[src/design/vmag_defines.svh]
// Purpose: Constants for the video memory address generator.
// Assumes: Register map reached over AXI4-Lite, byte addresses.
// Notes: Operation
`ifndef VMAG_DEFINES_SVH
`define VMAG_DEFINES_SVH

// ****************************************************************
// Register offsets and fields
// ****************************************************************
`define VMAG_CTRL_OFF 8'h00
`define VMAG_LAST_OFF 8'h04
`define VMAG_STAT_OFF 8'h08
`define VMAG_PADR_OFF 8'h0C
`define VMAG_HOME_OFF 8'h10
`define VMAG_RFSH_OFF 8'h14
`define VMAG_CTRL_DBL_BIT 0
`define VMAG_CTRL_TALL_BIT 1
`define VMAG_CTRL_BMAP_BIT 2
`define VMAG_LAST_RST 11'h3BF
`define VMAG_RESP_OKAY 2'h0
`define VMAG_RESP_SLVERR 2'h2

// ****************************************************************
// CPU side decode
// ****************************************************************
`define VMAG_PORT_MODE 3'h5
`define VMAG_PORT_PADR 3'h6
`define VMAG_PORT_HOME 3'h7
`define VMAG_ACC_BIT 0
`define VMAG_PAGE_HI 5'h1F
`define VMAG_CHAR_HI 6'h3D

`endif

[src/design/vmag_pkg.sv]
// Purpose: Types for the video memory address generator.
// Assumes: vmag_defines.svh on the include path.
// Notes: State of each module is one packed struct.
`default_nettype none
package vmag_pkg;
   // Pin samples, used for both synchroniser stages
   typedef struct packed {
      logic [7:0] addr;
      logic [7:0] data;
      logic [7:0] cdata;
      logic [7:0] pmd;
      logic [2:0] nsel;
      logic tpa;
      logic tpb;
      logic mrd_n;
      logic mwr_n;
      logic disp_n;
      logic addstb;
   } vmag_pins_t;

   typedef struct packed {
      vmag_pins_t p1;
      vmag_pins_t p2;
      logic tpa_d;
      logic tpb_d;
      logic disp_d;
      logic stb_d;
      logic [7:0] addr_hi;
      logic access;
      logic addressed;
      logic [10:0] pma;
      logic [10:0] home;
      logic dbl;
      logic tall;
      logic bmap;
      logic [10:0] last;
      logic awready;
      logic wready;
      logic arready;
      logic aw_got;
      logic w_got;
      logic [7:0] awaddr;
      logic [31:0] wdata;
      logic [3:0] wstrb;
      logic bvalid;
      logic [1:0] bresp;
      logic rvalid;
      logic [31:0] rdata;
      logic [1:0] rresp;
      logic [10:0] pma_out;
      logic [3:0] row_out;
      logic [7:0] col_out;
      logic pg_sel;
      logic cm_sel;
      logic cm_wr;
      logic [14:0] bm_addr;
      logic [7:0] cpu_dout;
      logic cpu_doe;
      logic [7:0] cd_out;
      logic cd_oe;
   } vmag_state_t;

   typedef struct packed {
      logic [10:0] cnt;
   } vmag_rfsh_t;
endpackage
`default_nettype wire

[src/design/vmag_addr_gen.sv]
// Purpose: Page and character memory address generator with CPU access.
// Assumes: CPU and companion-chip pins are asynchronous to aclk.
// Notes: Pin paths add two cycles of latency through synchronisers.
`timescale 1ns/1ps
`default_nettype none
`include "vmag_defines.svh"
module vmag_addr_gen
(
   input wire logic aclk, // System clock, 125 MHz
   input wire logic aresetn, // Synchronous reset, active low
   input wire logic [7:0] s_axi_awaddr, // Write address
   input wire logic s_axi_awvalid, // Write address valid
   output logic s_axi_awready, // Write address ready
   input wire logic [31:0] s_axi_wdata, // Write data
   input wire logic [3:0] s_axi_wstrb, // Write byte strobes
   input wire logic s_axi_wvalid, // Write data valid
   output logic s_axi_wready, // Write data ready
   output logic [1:0] s_axi_bresp, // Write response
   output logic s_axi_bvalid, // Write response valid
   input wire logic s_axi_bready, // Write response ready
   input wire logic [7:0] s_axi_araddr, // Read address
   input wire logic s_axi_arvalid, // Read address valid
   output logic s_axi_arready, // Read address ready
   output logic [31:0] s_axi_rdata, // Read data
   output logic [1:0] s_axi_rresp, // Read response
   output logic s_axi_rvalid, // Read data valid
   input wire logic s_axi_rready, // Read data ready
   input wire logic [7:0] cpu_mux_addr_in, // Multiplexed CPU address
   input wire logic [2:0] cpu_io_sel, // I/O port number, 0 idle
   input wire logic cpu_tpa, // High-byte address strobe
   input wire logic cpu_tpb, // I/O latch strobe, falling edge
   input wire logic cpu_mrd_n, // Memory read, active low
   input wire logic cpu_mwr_n, // Memory write, active low
   input wire logic display_n, // Low during display field
   input wire logic addr_strobe, // Character advance in display
   input wire logic [7:0] page_mem_data_in, // Page memory data
   input wire logic [7:0] cpu_data_lines_in, // CPU data pins in
   output logic [7:0] cpu_data_lines_out, // CPU data pins out
   output logic cpu_data_lines_oe, // CPU data drive enable
   input wire logic [7:0] char_data_in, // Character data pins in
   output logic [7:0] char_data_out, // Character data pins out
   output logic char_data_oe, // Character data drive enable
   output logic [10:0] page_mem_addr_out, // Page memory address
   output logic [3:0] char_row_addr_out, // Character row address
   output logic [7:0] char_col_addr_out, // Character column address
   output logic page_mem_select, // Page memory selected
   output logic char_mem_select, // Character memory selected
   output logic char_mem_write_strobe, // Character memory write
   output logic [14:0] bitmap_addr_out // Bit-map memory address
);
   import vmag_pkg::*;

   vmag_state_t s;
   vmag_state_t n;
   logic [10:0] rfsh_cnt;
   logic frame_end;
   logic adv;
   logic [15:0] full_addr;
   logic tpb_fall;
   logic disp_act;
   logic mem_rd;
   logic mem_wr;
   logic mem_cyc;
   logic page_hit;
   logic char_hit;
   logic [33:0] rd_word;

   // ****************************************************************
   // Helper functions
   // ****************************************************************

   // Merge write data into a register by byte lanes
   function automatic logic [31:0] merge(input logic [31:0] old,
                                         input logic [31:0] wd,
                                         input logic [3:0] strb);
      logic [31:0] r;
      r = old;
      for (int i = 0; i < 4; i++)
      begin
         if (strb[i])
         begin
            r[i*8 +: 8] = wd[i*8 +: 8];
         end
      end
      return r;
   endfunction

   // Read decode: response in bits 33:32, data below
   function automatic logic [33:0] read_reg(input logic [7:0] a,
                                            input vmag_state_t st,
                                            input logic [10:0] rc);
      logic [33:0] r;
      r = {`VMAG_RESP_OKAY, 32'h0000_0000};
      unique case (a)
         `VMAG_CTRL_OFF: r[2:0] = {st.bmap, st.tall, st.dbl};
         `VMAG_LAST_OFF: r[10:0] = st.last;
         `VMAG_STAT_OFF: r[2:0] = {!st.p2.disp_n, st.addressed, st.access};
         `VMAG_PADR_OFF: r[10:0] = st.pma;
         `VMAG_HOME_OFF: r[10:0] = st.home;
         `VMAG_RFSH_OFF: r[10:0] = rc;
         default: r = {`VMAG_RESP_SLVERR, 32'h0000_0000};
      endcase
      return r;
   endfunction

   // ****************************************************************
   // Refresh counter
   // ****************************************************************

   // Counter lives apart so reload and roll stay easy to read
   vmag_refresh_ctr u_rfsh
   (
      .aclk(aclk),
      .aresetn(aresetn),
      .adv(adv),
      .frame_end(frame_end),
      .home(s.home),
      .last(s.last),
      .cnt(rfsh_cnt)
   );

   // Event decode from the second synchroniser stage only
   always_comb
   begin
      full_addr = {s.addr_hi, s.p2.addr};
      tpb_fall = s.tpb_d && !s.p2.tpb;
      disp_act = !s.p2.disp_n;
      frame_end = s.p2.disp_n && !s.disp_d;
      adv = disp_act && s.p2.addstb && !s.stb_d;
      mem_rd = !s.p2.mrd_n;
      mem_wr = !s.p2.mwr_n && s.p2.mrd_n;
      mem_cyc = s.access && !disp_act && (mem_rd || mem_wr);
      page_hit = full_addr[15:11] == `VMAG_PAGE_HI;
      char_hit = full_addr[15:10] == `VMAG_CHAR_HI;
      rd_word = read_reg(s_axi_araddr, s, rfsh_cnt);
   end

   // ****************************************************************
   // Next-state logic
   // ****************************************************************

   // Pins, CPU ports, memory cycles, register bus
   always_comb
   begin
      n = s;
      n.p1 = {cpu_mux_addr_in, cpu_data_lines_in, char_data_in,
              page_mem_data_in, cpu_io_sel, cpu_tpa, cpu_tpb,
              cpu_mrd_n, cpu_mwr_n, display_n, addr_strobe};
      n.p2 = s.p1;
      n.tpa_d = s.p2.tpa;
      n.tpb_d = s.p2.tpb;
      n.disp_d = s.p2.disp_n;
      n.stb_d = s.p2.addstb;

      // High address byte arrives first on the shared pins
      if (s.p2.tpa && !s.tpa_d)
      begin
         n.addr_hi = s.p2.addr;
      end

      // Output-port instructions
      if (tpb_fall)
      begin
         unique case (s.p2.nsel)
            `VMAG_PORT_MODE:
            begin
               n.access = s.p2.data[`VMAG_ACC_BIT];
               n.addressed = 1'b0;
               if (s.p2.data[`VMAG_ACC_BIT])
               begin
                  n.pma = full_addr[10:0];
               end
            end
            `VMAG_PORT_PADR:
            begin
               // Ignored while the access bit is low
               if (s.access)
               begin
                  n.pma = full_addr[10:0];
                  n.addressed = 1'b1;
               end
            end
            `VMAG_PORT_HOME:
            begin
               n.home = {full_addr[10:2], 2'b00};
            end
            default:
            begin
               n.home = s.home;
            end
         endcase
      end

      // Page address: latched value only outside display
      if (s.access && !disp_act)
      begin
         n.pma_out = s.pma;
         if (!s.dbl)
         begin
            n.pma_out[10] = 1'b0;
         end
         // Low bits pick the row; bit 3 only when tall and not dbl
         n.row_out = full_addr[3:0];
         if (!s.tall || s.dbl)
         begin
            n.row_out[3] = 1'b0;
         end
      end
      else
      begin
         n.pma_out = rfsh_cnt;
         n.row_out = 4'h0;
      end
      n.col_out = s.p2.pmd;

      // Chip selects, only when the CPU may touch memory
      n.pg_sel = mem_cyc && page_hit;
      n.cm_sel = mem_cyc && char_hit;
      n.cm_wr = mem_cyc && char_hit && mem_wr;

      // Character data path follows the select
      n.cd_oe = mem_cyc && char_hit && mem_wr;
      n.cd_out = s.p2.data;
      n.cpu_doe = mem_cyc && char_hit && mem_rd;
      n.cpu_dout = s.p2.cdata;

      // Page and row join into one bit-map address
      n.bm_addr = s.bmap ? {n.pma_out, n.row_out} : 15'h0000;

      // Register bus: write address and data in either order
      if (s_axi_awvalid && s.awready)
      begin
         n.aw_got = 1'b1;
         n.awaddr = s_axi_awaddr;
      end
      if (s_axi_wvalid && s.wready)
      begin
         n.w_got = 1'b1;
         n.wdata = s_axi_wdata;
         n.wstrb = s_axi_wstrb;
      end
      if (s.bvalid && s_axi_bready)
      begin
         n.bvalid = 1'b0;
      end
      if (s.aw_got && s.w_got && !s.bvalid)
      begin
         n.aw_got = 1'b0;
         n.w_got = 1'b0;
         n.bvalid = 1'b1;
         n.bresp = `VMAG_RESP_OKAY;
         unique case (s.awaddr)
            `VMAG_CTRL_OFF:
            begin
               {n.bmap, n.tall, n.dbl} =
                  3'(merge({29'h0, s.bmap, s.tall, s.dbl},
                           s.wdata, s.wstrb));
            end
            `VMAG_LAST_OFF:
            begin
               n.last = 11'(merge({21'h0, s.last}, s.wdata, s.wstrb));
            end
            `VMAG_STAT_OFF, `VMAG_PADR_OFF,
            `VMAG_HOME_OFF, `VMAG_RFSH_OFF:
            begin
               n.bresp = `VMAG_RESP_OKAY; // Read-only, write ignored
            end
            default:
            begin
               n.bresp = `VMAG_RESP_SLVERR;
            end
         endcase
      end
      n.awready = !n.aw_got && !n.bvalid;
      n.wready = !n.w_got && !n.bvalid;

      // Register bus: read, one outstanding
      if (s.rvalid && s_axi_rready)
      begin
         n.rvalid = 1'b0;
      end
      if (s_axi_arvalid && s.arready)
      begin
         n.rvalid = 1'b1;
         n.rresp = rd_word[33:32];
         n.rdata = rd_word[31:0];
      end
      n.arready = !n.rvalid;
   end

   // ****************************************************************
   // State register
   // ****************************************************************

   // Display syncs reset to idle high, so no false frame end follows
   always_ff @(posedge aclk)
   begin
      if (!aresetn)
      begin
         s <= '0;
         s.last <= `VMAG_LAST_RST;
         s.p1.disp_n <= 1'b1;
         s.p2.disp_n <= 1'b1;
         s.disp_d <= 1'b1;
      end
      else
      begin
         s <= n;
      end
   end

   // Outputs straight from the state register
   assign s_axi_awready = s.awready;
   assign s_axi_wready = s.wready;
   assign s_axi_bresp = s.bresp;
   assign s_axi_bvalid = s.bvalid;
   assign s_axi_arready = s.arready;
   assign s_axi_rdata = s.rdata;
   assign s_axi_rresp = s.rresp;
   assign s_axi_rvalid = s.rvalid;
   assign cpu_data_lines_out = s.cpu_dout;
   assign cpu_data_lines_oe = s.cpu_doe;
   assign char_data_out = s.cd_out;
   assign char_data_oe = s.cd_oe;
   assign page_mem_addr_out = s.pma_out;
   assign char_row_addr_out = s.row_out;
   assign char_col_addr_out = s.col_out;
   assign page_mem_select = s.pg_sel;
   assign char_mem_select = s.cm_sel;
   assign char_mem_write_strobe = s.cm_wr;
   assign bitmap_addr_out = s.bm_addr;
endmodule
`default_nettype wire

[src/design/vmag_refresh_ctr.sv]
// Purpose: Refresh-address counter with home reload and roll.
// Assumes: Strobes are one-cycle pulses on aclk.
// Notes: Frame end wins over an advance in the same cycle.
`timescale 1ns/1ps
`default_nettype none
module vmag_refresh_ctr
(
   input wire logic aclk, // System clock
   input wire logic aresetn, // Synchronous reset, active low
   input wire logic adv, // Advance one character
   input wire logic frame_end, // Display frame finished
   input wire logic [10:0] home, // Home address
   input wire logic [10:0] last, // Final page-memory count
   output logic [10:0] cnt // Refresh address
);
   import vmag_pkg::*;

   vmag_rfsh_t s;
   vmag_rfsh_t n;

   // Next count
   always_comb
   begin
      n = s;
      if (frame_end)
      begin
         n.cnt = home;
      end
      else if (adv)
      begin
         if (s.cnt == last)
         begin
            n.cnt = 11'h000;
         end
         else
         begin
            n.cnt = s.cnt + 11'h001;
         end
      end
   end

   // State register
   always_ff @(posedge aclk)
   begin
      if (!aresetn)
      begin
         s <= '0;
      end
      else
      begin
         s <= n;
      end
   end

   assign cnt = s.cnt;
endmodule
`default_nettype wire

[config.mk]
export PLATFORM = sky130hd
export DESIGN_NAME = vmag_addr_gen
export DESIGN_NICKNAME = d
export VERILOG_FILES = /design/src/design/vmag_pkg.sv /design/src/design/vmag_addr_gen.sv /design/src/design/vmag_refresh_ctr.sv
export VERILOG_INCLUDE_DIRS = /design/src /design/src/design
export SDC_FILE = /design/constraint.sdc
export NUM_CORES = 1
export LEC_CHECK = 0
export BUFFER_PORTS_ARGS = -buffer_cell sky130_fd_sc_hd__buf_2
export CAP_MARGIN = 25
export CORE_AREA = 2 2 165 167
export CTS_CLUSTER_DIAMETER = 100
export DETAILED_ROUTE_END_ITERATION = 6
export DIE_AREA = 0 0 167 169
export SLEW_MARGIN = 20
export SYNTH_ARGS = -nofsm -noshare
export SYNTH_HDL_FRONTEND = slang
export SYNTH_HIERARCHICAL = 1
export SYNTH_SLANG_ARGS = --single-unit
[constraint.sdc]
create_clock -name aclk -period 5 [get_ports aclk]
set_clock_uncertainty 0.05 [all_clocks]
set_input_delay 0.75 -clock aclk [delete_from_list [all_inputs] [get_ports aclk]]
set_output_delay 0.75 -clock aclk [all_outputs]
set_load 0.05 [all_outputs]
After elaboration in Yosys (flattened, before gate mapping)
Index checks and enable logic that the tools add are counted.

$add $sub $neg: 1. Equal/unequal tests: 18. Muxes and demuxes: 20. Reductions and logical operators: 50.

Operators by type and width (number): $mux W11 (4); $mux W35 (1); $eq A8 B4 Y1 const B (4); $eq A8 B5 Y1 const B (4); $pmux W8 S4 (1); $pmux W12 S2 (1); $mux W23 (1); $logic_and A1 B1 Y1 (21); $pmux W3 S6 (1); $eq A8 B3 Y1 const B (2); $logic_not A8 Y1 (2); $mux W15 (1); $logic_not A1 Y1 (13); $mux W12 (1); $reduce_and A3 Y1 (4); $reduce_or A6 Y1 (2); $add A11 B1 Y11 const B (1); $eq A11 B11 Y1 (1); $eq A3 B3 Y1 const B (3); $eq A6 B6 Y1 const B (1); $mux W1 (6); $reduce_and A2 Y1 (3); $eq A5 B5 Y1 const B (1); $mux W2 (2); other kinds (5) (8).

Flip-flop bits (word level): 263. Input port bits: 100. Logic and storage cells: 149.

Longest topological paths before layout
Gate-level depths: netlist of the first run.

Depth in word-level cells: 6. Depth in mapped cells: 8. Mapped depth without buffers: 6.

Modules after synthesis
The synthesis of the first run kept the hierarchy.

By module, submodules not included: vmag_addr_gen (instances 1, cells each 798, area each 8287.9 um^2); vmag_refresh_ctr (instances 1, cells each 105, area each 817.0 um^2).

Least setup slack after synthesis of the first run
OpenSTA, ideal clock, no wires.

Kind: reg-to-reg. Start point: register s (netlist bit n[193]). End point: register u_rfsh.s (netlist bit u_rfsh/cnt[0]). Arrival: 1.732 ns. Required time: 4.823 ns. Slack: 3.090 ns. Cell stages (with the launch flop): 9. Period minus slack after synthesis: 1.910 ns. Cell sequence: dfxtp_1 -> clkbuf_1 -> clkbuf_1 -> nor2b_1 -> clkbuf_1 -> nor2_1 -> a22oi_1 -> o21a_1 -> nor2_1.

RTL lines: start, declared (RTL line vmag_addr_gen.sv:53) `vmag_state_t s;`; start signal, assigned (RTL line vmag_addr_gen.sv:308) `s <= n;`; $logic_and A1 B1 Y1 (*) (RTL line vmag_addr_gen.sv:128) `frame_end = s.p2.disp_n && !s.disp_d;`; named net frame_end (RTL line vmag_addr_gen.sv:56) `logic frame_end;`; $mux W11 or $reduce_bool A2 Y1 (tied branches); end signal, assigned (RTL line vmag_refresh_ctr.sv:51) `s <= n;`; end, declared (RTL line vmag_refresh_ctr.sv:18) `vmag_rfsh_t s;`.

The timed path passes the listed nets; every way through them passes the cells marked *. A chain may end at the register's enable or synchronous reset.

Worst setup path in the final report of the first run
Start point: register s[133] (netlist name). End point: register s[149] (netlist name).

Word-level cells in the longest chain between the ends: 2.

RTL lines: $eq A8 B3 Y1 (RTL line vmag_addr_gen.sv:252) `unique case (s.awaddr)`; $reduce_and A3 Y1 (no line).

No other way between the ends.

==> metrics.yaml, run 1 <==
status:
  outcome: "finished clean"
drt:
  vias: 5924
  first_pass_iters: 7
  drt_iter0_drc: 337
  drt_wl_total_mm: 18.9
  vias_per_cell: 4.44
  drc: 0
  antenna_left: 0
  wl_per_cell_um: 14.1
floorplanning:
  start_util_pct: 34.4
  io_pins: 200
  fp.dieW_um: 167
  num_rows: 60
  die_area_um2: 28200
  die_y_um: 169
  design.core.area_um2: 26500
timing:
  rsz0062_at_grt: "false"
  setup_violations: 0
  fin_setup_tns_ns: 0
  final.setup.worst_slack_ns: 2.86
  period_needed_ns: 2.14
  drv_slew: 0
  slew_headroom_pct: 37.5
  fmax_mhz: 467
  worst_pin_slew_ns: 0.935
  period_share_pct: 42.8
  finalHoldViolations: 0
placed_design:
  hpwl_mm: 12.9
  pre_cts_slack_ns: 2.32
  io_buffer_count: 153
  place_congestion: 0.850
yosys:
  postSynth.asyncResetShare_pct: 0
  ys_seq_area_share_pct: 52.8
  syn-mean-instance-area_um2: 10.1
  synth-seq-cells: 240
  synthFlopType: "dfxtp_1"
  synth_edf_count: 0
  synth_area_um2: 9100
  syn_inst: 903
  synth_warnings: 6
  synth_cell_types: 50
setup_path:
  reg2regPathDepth: 4
  reg2reg_slack_ns: 2.86
  crit_path_end_kind: "flop"
  crit_chain: "or4_4 > nor4_4 > mux2i_1 > nand2_1"
  timing.rr.end: "s[149]"
  cp.arrival_ns: 2.46
  cp_slowest_stage_delay_ns: 0.71
  worst_ep_required_time_ns: 5.32
  critical_path_class: "flop to flop"
  crit_fanout: 8
  start_kind: "flop"
  r2r_start: "s[133]"
  cpMaxStageDelayCell: "nor4_4"
cts:
  insertion_delay_ns: 0.52
  clk_pin_slew_ns: 0.06
  cts_sinks: 240
  hold_buffers: 0
  cts_root_buf: "clkbuf_16"
  cts_resized: 0
  htreeDepth: 1
  post-cts-setup-buffer-count: 0
  cts_inserted_buffers: 26
  clockBufferDepth: 3
  cts_tree: "built"
hold_path:
  holdCritPathClass: "flop to flop"
  worstHoldEndpoint: "n[193]"
  holdPathStages: 1
  worstHoldStart: "n[197]"
power:
  leakagePower_nw: 4.40
  ir_drop_v: 0.000238
  internal_power_mw: 3.35
  powerDensity_nw_per_um2: 408
  p_comb_share_pct: 5.1
  p_switching_mw: 0.930
  seqPwrFrac_pct: 46.4
  p_clk_share_pct: 48.5
  swShare_pct: 21.7
final_layout:
  num-fill-cells: 2647
  seq_area_um2: 4800
  syn2layout_area_growth_pct: 15.4
  fin_nets: 1074
  multi_input_area_um2: 3490
  drive_gt1_share_pct: 22.1
  final_cell_mix: "dfxtp_1, buf_2, and2_1"
  final_common_cell: "dfxtp_1"
global_route:
  track_usage_pct: 13.0
  grt_antenna_before_repair: 3
  grt_max_degree: 105
  grt_pass1_wl_mm: 29.6
  grt_pass1_vias: 5427
  grt_overflow_total: 0
flow_run:
  maxCapViolCount: 0
cell usage after synthesis, drive strengths merged (5+ instances only):
master    n  area share, %
inv       7           0.29
a21oi    14           0.77
dfxtp   240             53
nand4     5           0.34
buf      98            8.0
nand3    18            1.0
xor2      7           0.67
a21boi   33            2.7
nor3      9           0.49
nor2b    41            2.8
and3      6           0.41
nor2     15           0.62
xnor2    13            1.3
a32oi     7           0.67
and2    128            8.8
mux2i    45            4.9
a22oi     9           0.74
o21ai    15           0.82
o22ai     8           0.55
nand2    83            3.4
nand2b    5           0.34
nor3b    12           0.99
nand3b    5           0.41
mux2     10            1.2
clkbuf   41            1.7
cell type report:
cell class / instances / area share [%]
multi-input cells: 541 / 33.2
flip-flops and latches: 240 / 45.7
repair buffers: 157 / 7.60
diodes: 3 / 0.0715
clock inverters: 11 / 1.89
well taps: 341 / 4.06
inverters: 7 / 0.250
clock buffers: 35 / 7.18
worst max path at each step:
| stage | start | end | slack [ns] | cells after the start |
|---|---|---|---|---|
| floorplan | n[193] | u_rfsh/cnt[0] | 3.09 | 8 |
| global placement | aresetn | s_axi_rdata[0] | 2.32 | 4 |
| detailed placement | aresetn | s_axi_rdata[0] | 2.32 | 4 |
| CTS | s[133] | s[147] | 2.84 | 4 |
| global route | aresetn | s_axi_rdata[0] | 2.60 | 4 |
| finish | s[133] | s[149] | 2.86 | 4 |
per-stage QoR:
stage | util, % | power, mW | hold slack, ns | cell area, um^2 | cells
after global routing | 39.6 | 4.45 | 0.356 | 10500 | 1332
after global placement | 36.0 | 2.25 | 0.344 | 9540 | 1286
after floorplan | - | 2.21 | 0.336 | 9200 | 927
after CTS | 39.6 | 4.35 | 0.347 | 10500 | 1332
final | 39.6 | 4.28 | 0.357 | 10500 | 1335
after detailed placement | 36.0 | 2.25 | 0.347 | 9540 | 1286
critical path: cells and delay by family (launching register included):
kind          cells  cell delay (ns)
flops             1             0.31
simple gates      3             1.35
mux               1             0.27
metal layers:
metal	vias to the layer above	track usage (%)	share of wire (%)
li1	3021	-	-
met4	2	4.42	2.8
met1	2689	17.2	46
met3	41	3.09	6.7
met5	-	0	0.037
met2	171	21.0	45
cell families after synthesis:
group                      Yosys count  share of synthesized area [%]
muxes                               56                           6.43
DFF                                240                           52.8
adders and majority gates            1                          0.137
and+or+nand+nor                    339                           21.1
other                                1                         0.0412
buffers and inverters              146                           9.99
AOI/OAI and AO/OA                  100                           7.57
xor gates and xnor gates            20                           1.92
registers in the layout (all words and copies together), names as in the netlist, 4 cells and up:
register            cells
s_axi_rdata            11
cpu_data_lines_out      8
bitmap_addr_out        15
char_col_addr_out       8
char_row_addr_out       4
n                      69
full_addr              16
char_data_out           8
page_mem_addr_out      11
u_rfsh/cnt             11
s                      68
power groups by stage:
stage                     clock network (mW)  logic [mW]  registers [mW]
after floorplan                            0       0.180            2.03
after global placement                     0       0.220            2.03
after detailed placement                   0       0.222            2.03
after CTS                               2.14       0.222            1.99
after global routing                    2.22       0.241            1.99
final                                   2.08       0.219            1.99
Power figures use the tool's default switching activity.
==> run 2: changes to the inputs <==
- clock period: 5 -> 2.1 ns (I/O delays scaled with it)
==> metrics.yaml, run 2 (synthesis results as in run 1) <==
power:
  ir_drop_v: 0.000756  # +220%
  powerDensity_nw_per_um2: 888  # +120%
  leakagePower_nw: 4.73  # +7.6%
timing:
  holdWs_ns: 0.0158  # -0.341 ns
  period_needed_ns: 1.85  # -0.291 ns
  rsz0062_at_grt: "false"
  fmax_mhz: 540  # +16%
  finalHoldViolations: 0  # unchanged
  drv_slew: 0  # unchanged
  worst_pin_slew_ns: 0.614  # -0.321 ns
  final.setup.worst_slack_ns: 0.249  # -2.61 ns
  setup_violations: 0  # unchanged
  fin_setup_tns_ns: 0  # unchanged
  slew_headroom_pct: 59.0  # +21 points
  period_share_pct: 88.1  # +45 points
flow_run:
  maxCapViolCount: 0  # unchanged
drt:
  vias: 6235  # +5.2%
  drt_iter0_drc: 313  # -7.1%
  drt_wl_total_mm: 19.9  # +5.2%
  first_pass_iters: 4  # -3
  drc: 0  # unchanged
  vias_per_cell: 4.40  # -0.84%
  wl_per_cell_um: 14.0  # -0.87%
  antenna_left: 0  # unchanged
floorplanning:
  die_area_um2: 28200  # unchanged
  design.core.area_um2: 26500  # unchanged
  num_rows: 60  # unchanged
  fp.dieW_um: 167  # unchanged
  start_util_pct: 34.4  # unchanged
  io_pins: 200  # unchanged
  die_y_um: 169  # unchanged
setup_path:
  crit_chain: "or4_4 > nor4_4 > buf_4 > mux2i_1 > nand2_1"
  crit_start: "s[133]"
  cp.arrival_ns: 2.19  # -0.27 ns
  crit_path_end_kind: "flop"
  start_kind: "flop"
  critical_path_class: "flop to flop"
  crit_fanout: 8  # unchanged
  r2r_start: "s[133]"
  worst_ep_required_time_ns: 2.44  # -2.88 ns
  cp_slowest_stage_delay_ns: 0.58  # -0.13 ns
  cpMaxStageDelayCell: "or4_4"
final_layout:
  largest_register_ffs: 69  # unchanged
  post-route-cell-area_um2: 11200  # +6.7%
  drive_gt1_share_pct: 22.3  # +0.23 points
  final_cell_mix: "dfxtp_1, buf_2, and2_1"
  syn2layout_area_growth_pct: 23.1
  final_common_cell: "dfxtp_1"
  fin_nets: 1157  # +7.7%
cts:
  cts_tree: "built"
  cts_root_buf: "clkbuf_16"
  cts_inserted_buffers: 26  # unchanged
  clockBufferDepth: 3  # unchanged
  htreeDepth: 1  # unchanged
  cts_resized: 0  # unchanged
  insertion_delay_ns: 0.52  # about the same
  clk_pin_slew_ns: 0.06  # about the same
  cts_sinks: 240  # unchanged
  post-cts-setup-buffer-count: 0  # unchanged
global_route:
  grt_overflow_total: 0  # unchanged
  grt_pass1_vias: 5998  # +11%
  grt_max_degree: 107  # +1.9%
  grt_antenna_before_repair: 0  # -3
  track_usage_pct: 13.8  # +0.81 points
  grt_pass1_wl_mm: 31.9  # +7.4%
placed_design:
  pre_cts_slack_ns: 0.262  # -2.05 ns
  place_congestion: 0.871  # +2.5%
  hpwl_mm: 14.0  # +7.9%
  io_buffer_count: 153  # unchanged
  place_area_um2: 9730  # +2.0%
hold_path:
  holdCritPathClass: "primary input to flop"
  worstHoldStart: "s_axi_wdata[9]"
status:
  outcome: "finished clean"
## run 2: layout make-up
type / count / area, um^2
inverter: 7 / 26.3
fill: 2561 / 15300
multi-input combinational: 541 / 3480
clock inverter: 9 / 111
tap: 341 / 427
timing repair buffer: 240 / 1580
sequential: 240 / 4800
clock buffer: 38 / 777
antenna: 1 / 2.50
## run 2: critical path: cells and delay by family (launching register included)
kind	cells	cell delay [ns]
DFF	1	0.31
muxes	1	0.21
buffers and inverters	1	0.24
and+or+nand+nor	3	0.92
## run 2: power breakdown
part	internal, mW	switching [mW]	leakage (nW)	total [mW]
clock	2.81	1.79	0.431	4.60
sequential	4.68	0.0525	1.96	4.73
combinational	0.261	0.369	2.34	0.630
## run 2: worst paths after layout
path	endpoint	slack, ns	cells after the start
min reg2reg	n[193]	0.36	1
max	s[150]	0.25	5
max reg2reg	s[150]	0.25	5
min	s[110]	0.02	3
## run 2: per-stage QoR
step | total power, mW | instances | utilization, %
after floorplan | 5.26 | 927 | -
after global placement | 5.37 | 1310 | 36.7
after detailed placement | 5.38 | 1310 | 36.7
after CTS | 10.1 | 1416 | 42.3
after global routing | 10.4 | 1416 | 42.3
final | 9.96 | 1417 | 42.3
## run 2: repair_timing
| item | CTS | global route |
|---|---|---|
| hold buffers | 59 | 0 |
| setup endpoints to repair | 0 | 0 |
| hold endpoints to repair | 59 | 0 |
## run 2: layer usage
metal | vias up | track usage [%] | routed length, um
li1 | 3172 | - | -
met1 | 2855 | 18.3 | 8940
met2 | 177 | 22.7 | 9140
met3 | 31 | 2.99 | 1350
met4 | 0 | 3.97 | 444
met5 | - | 0 | 0
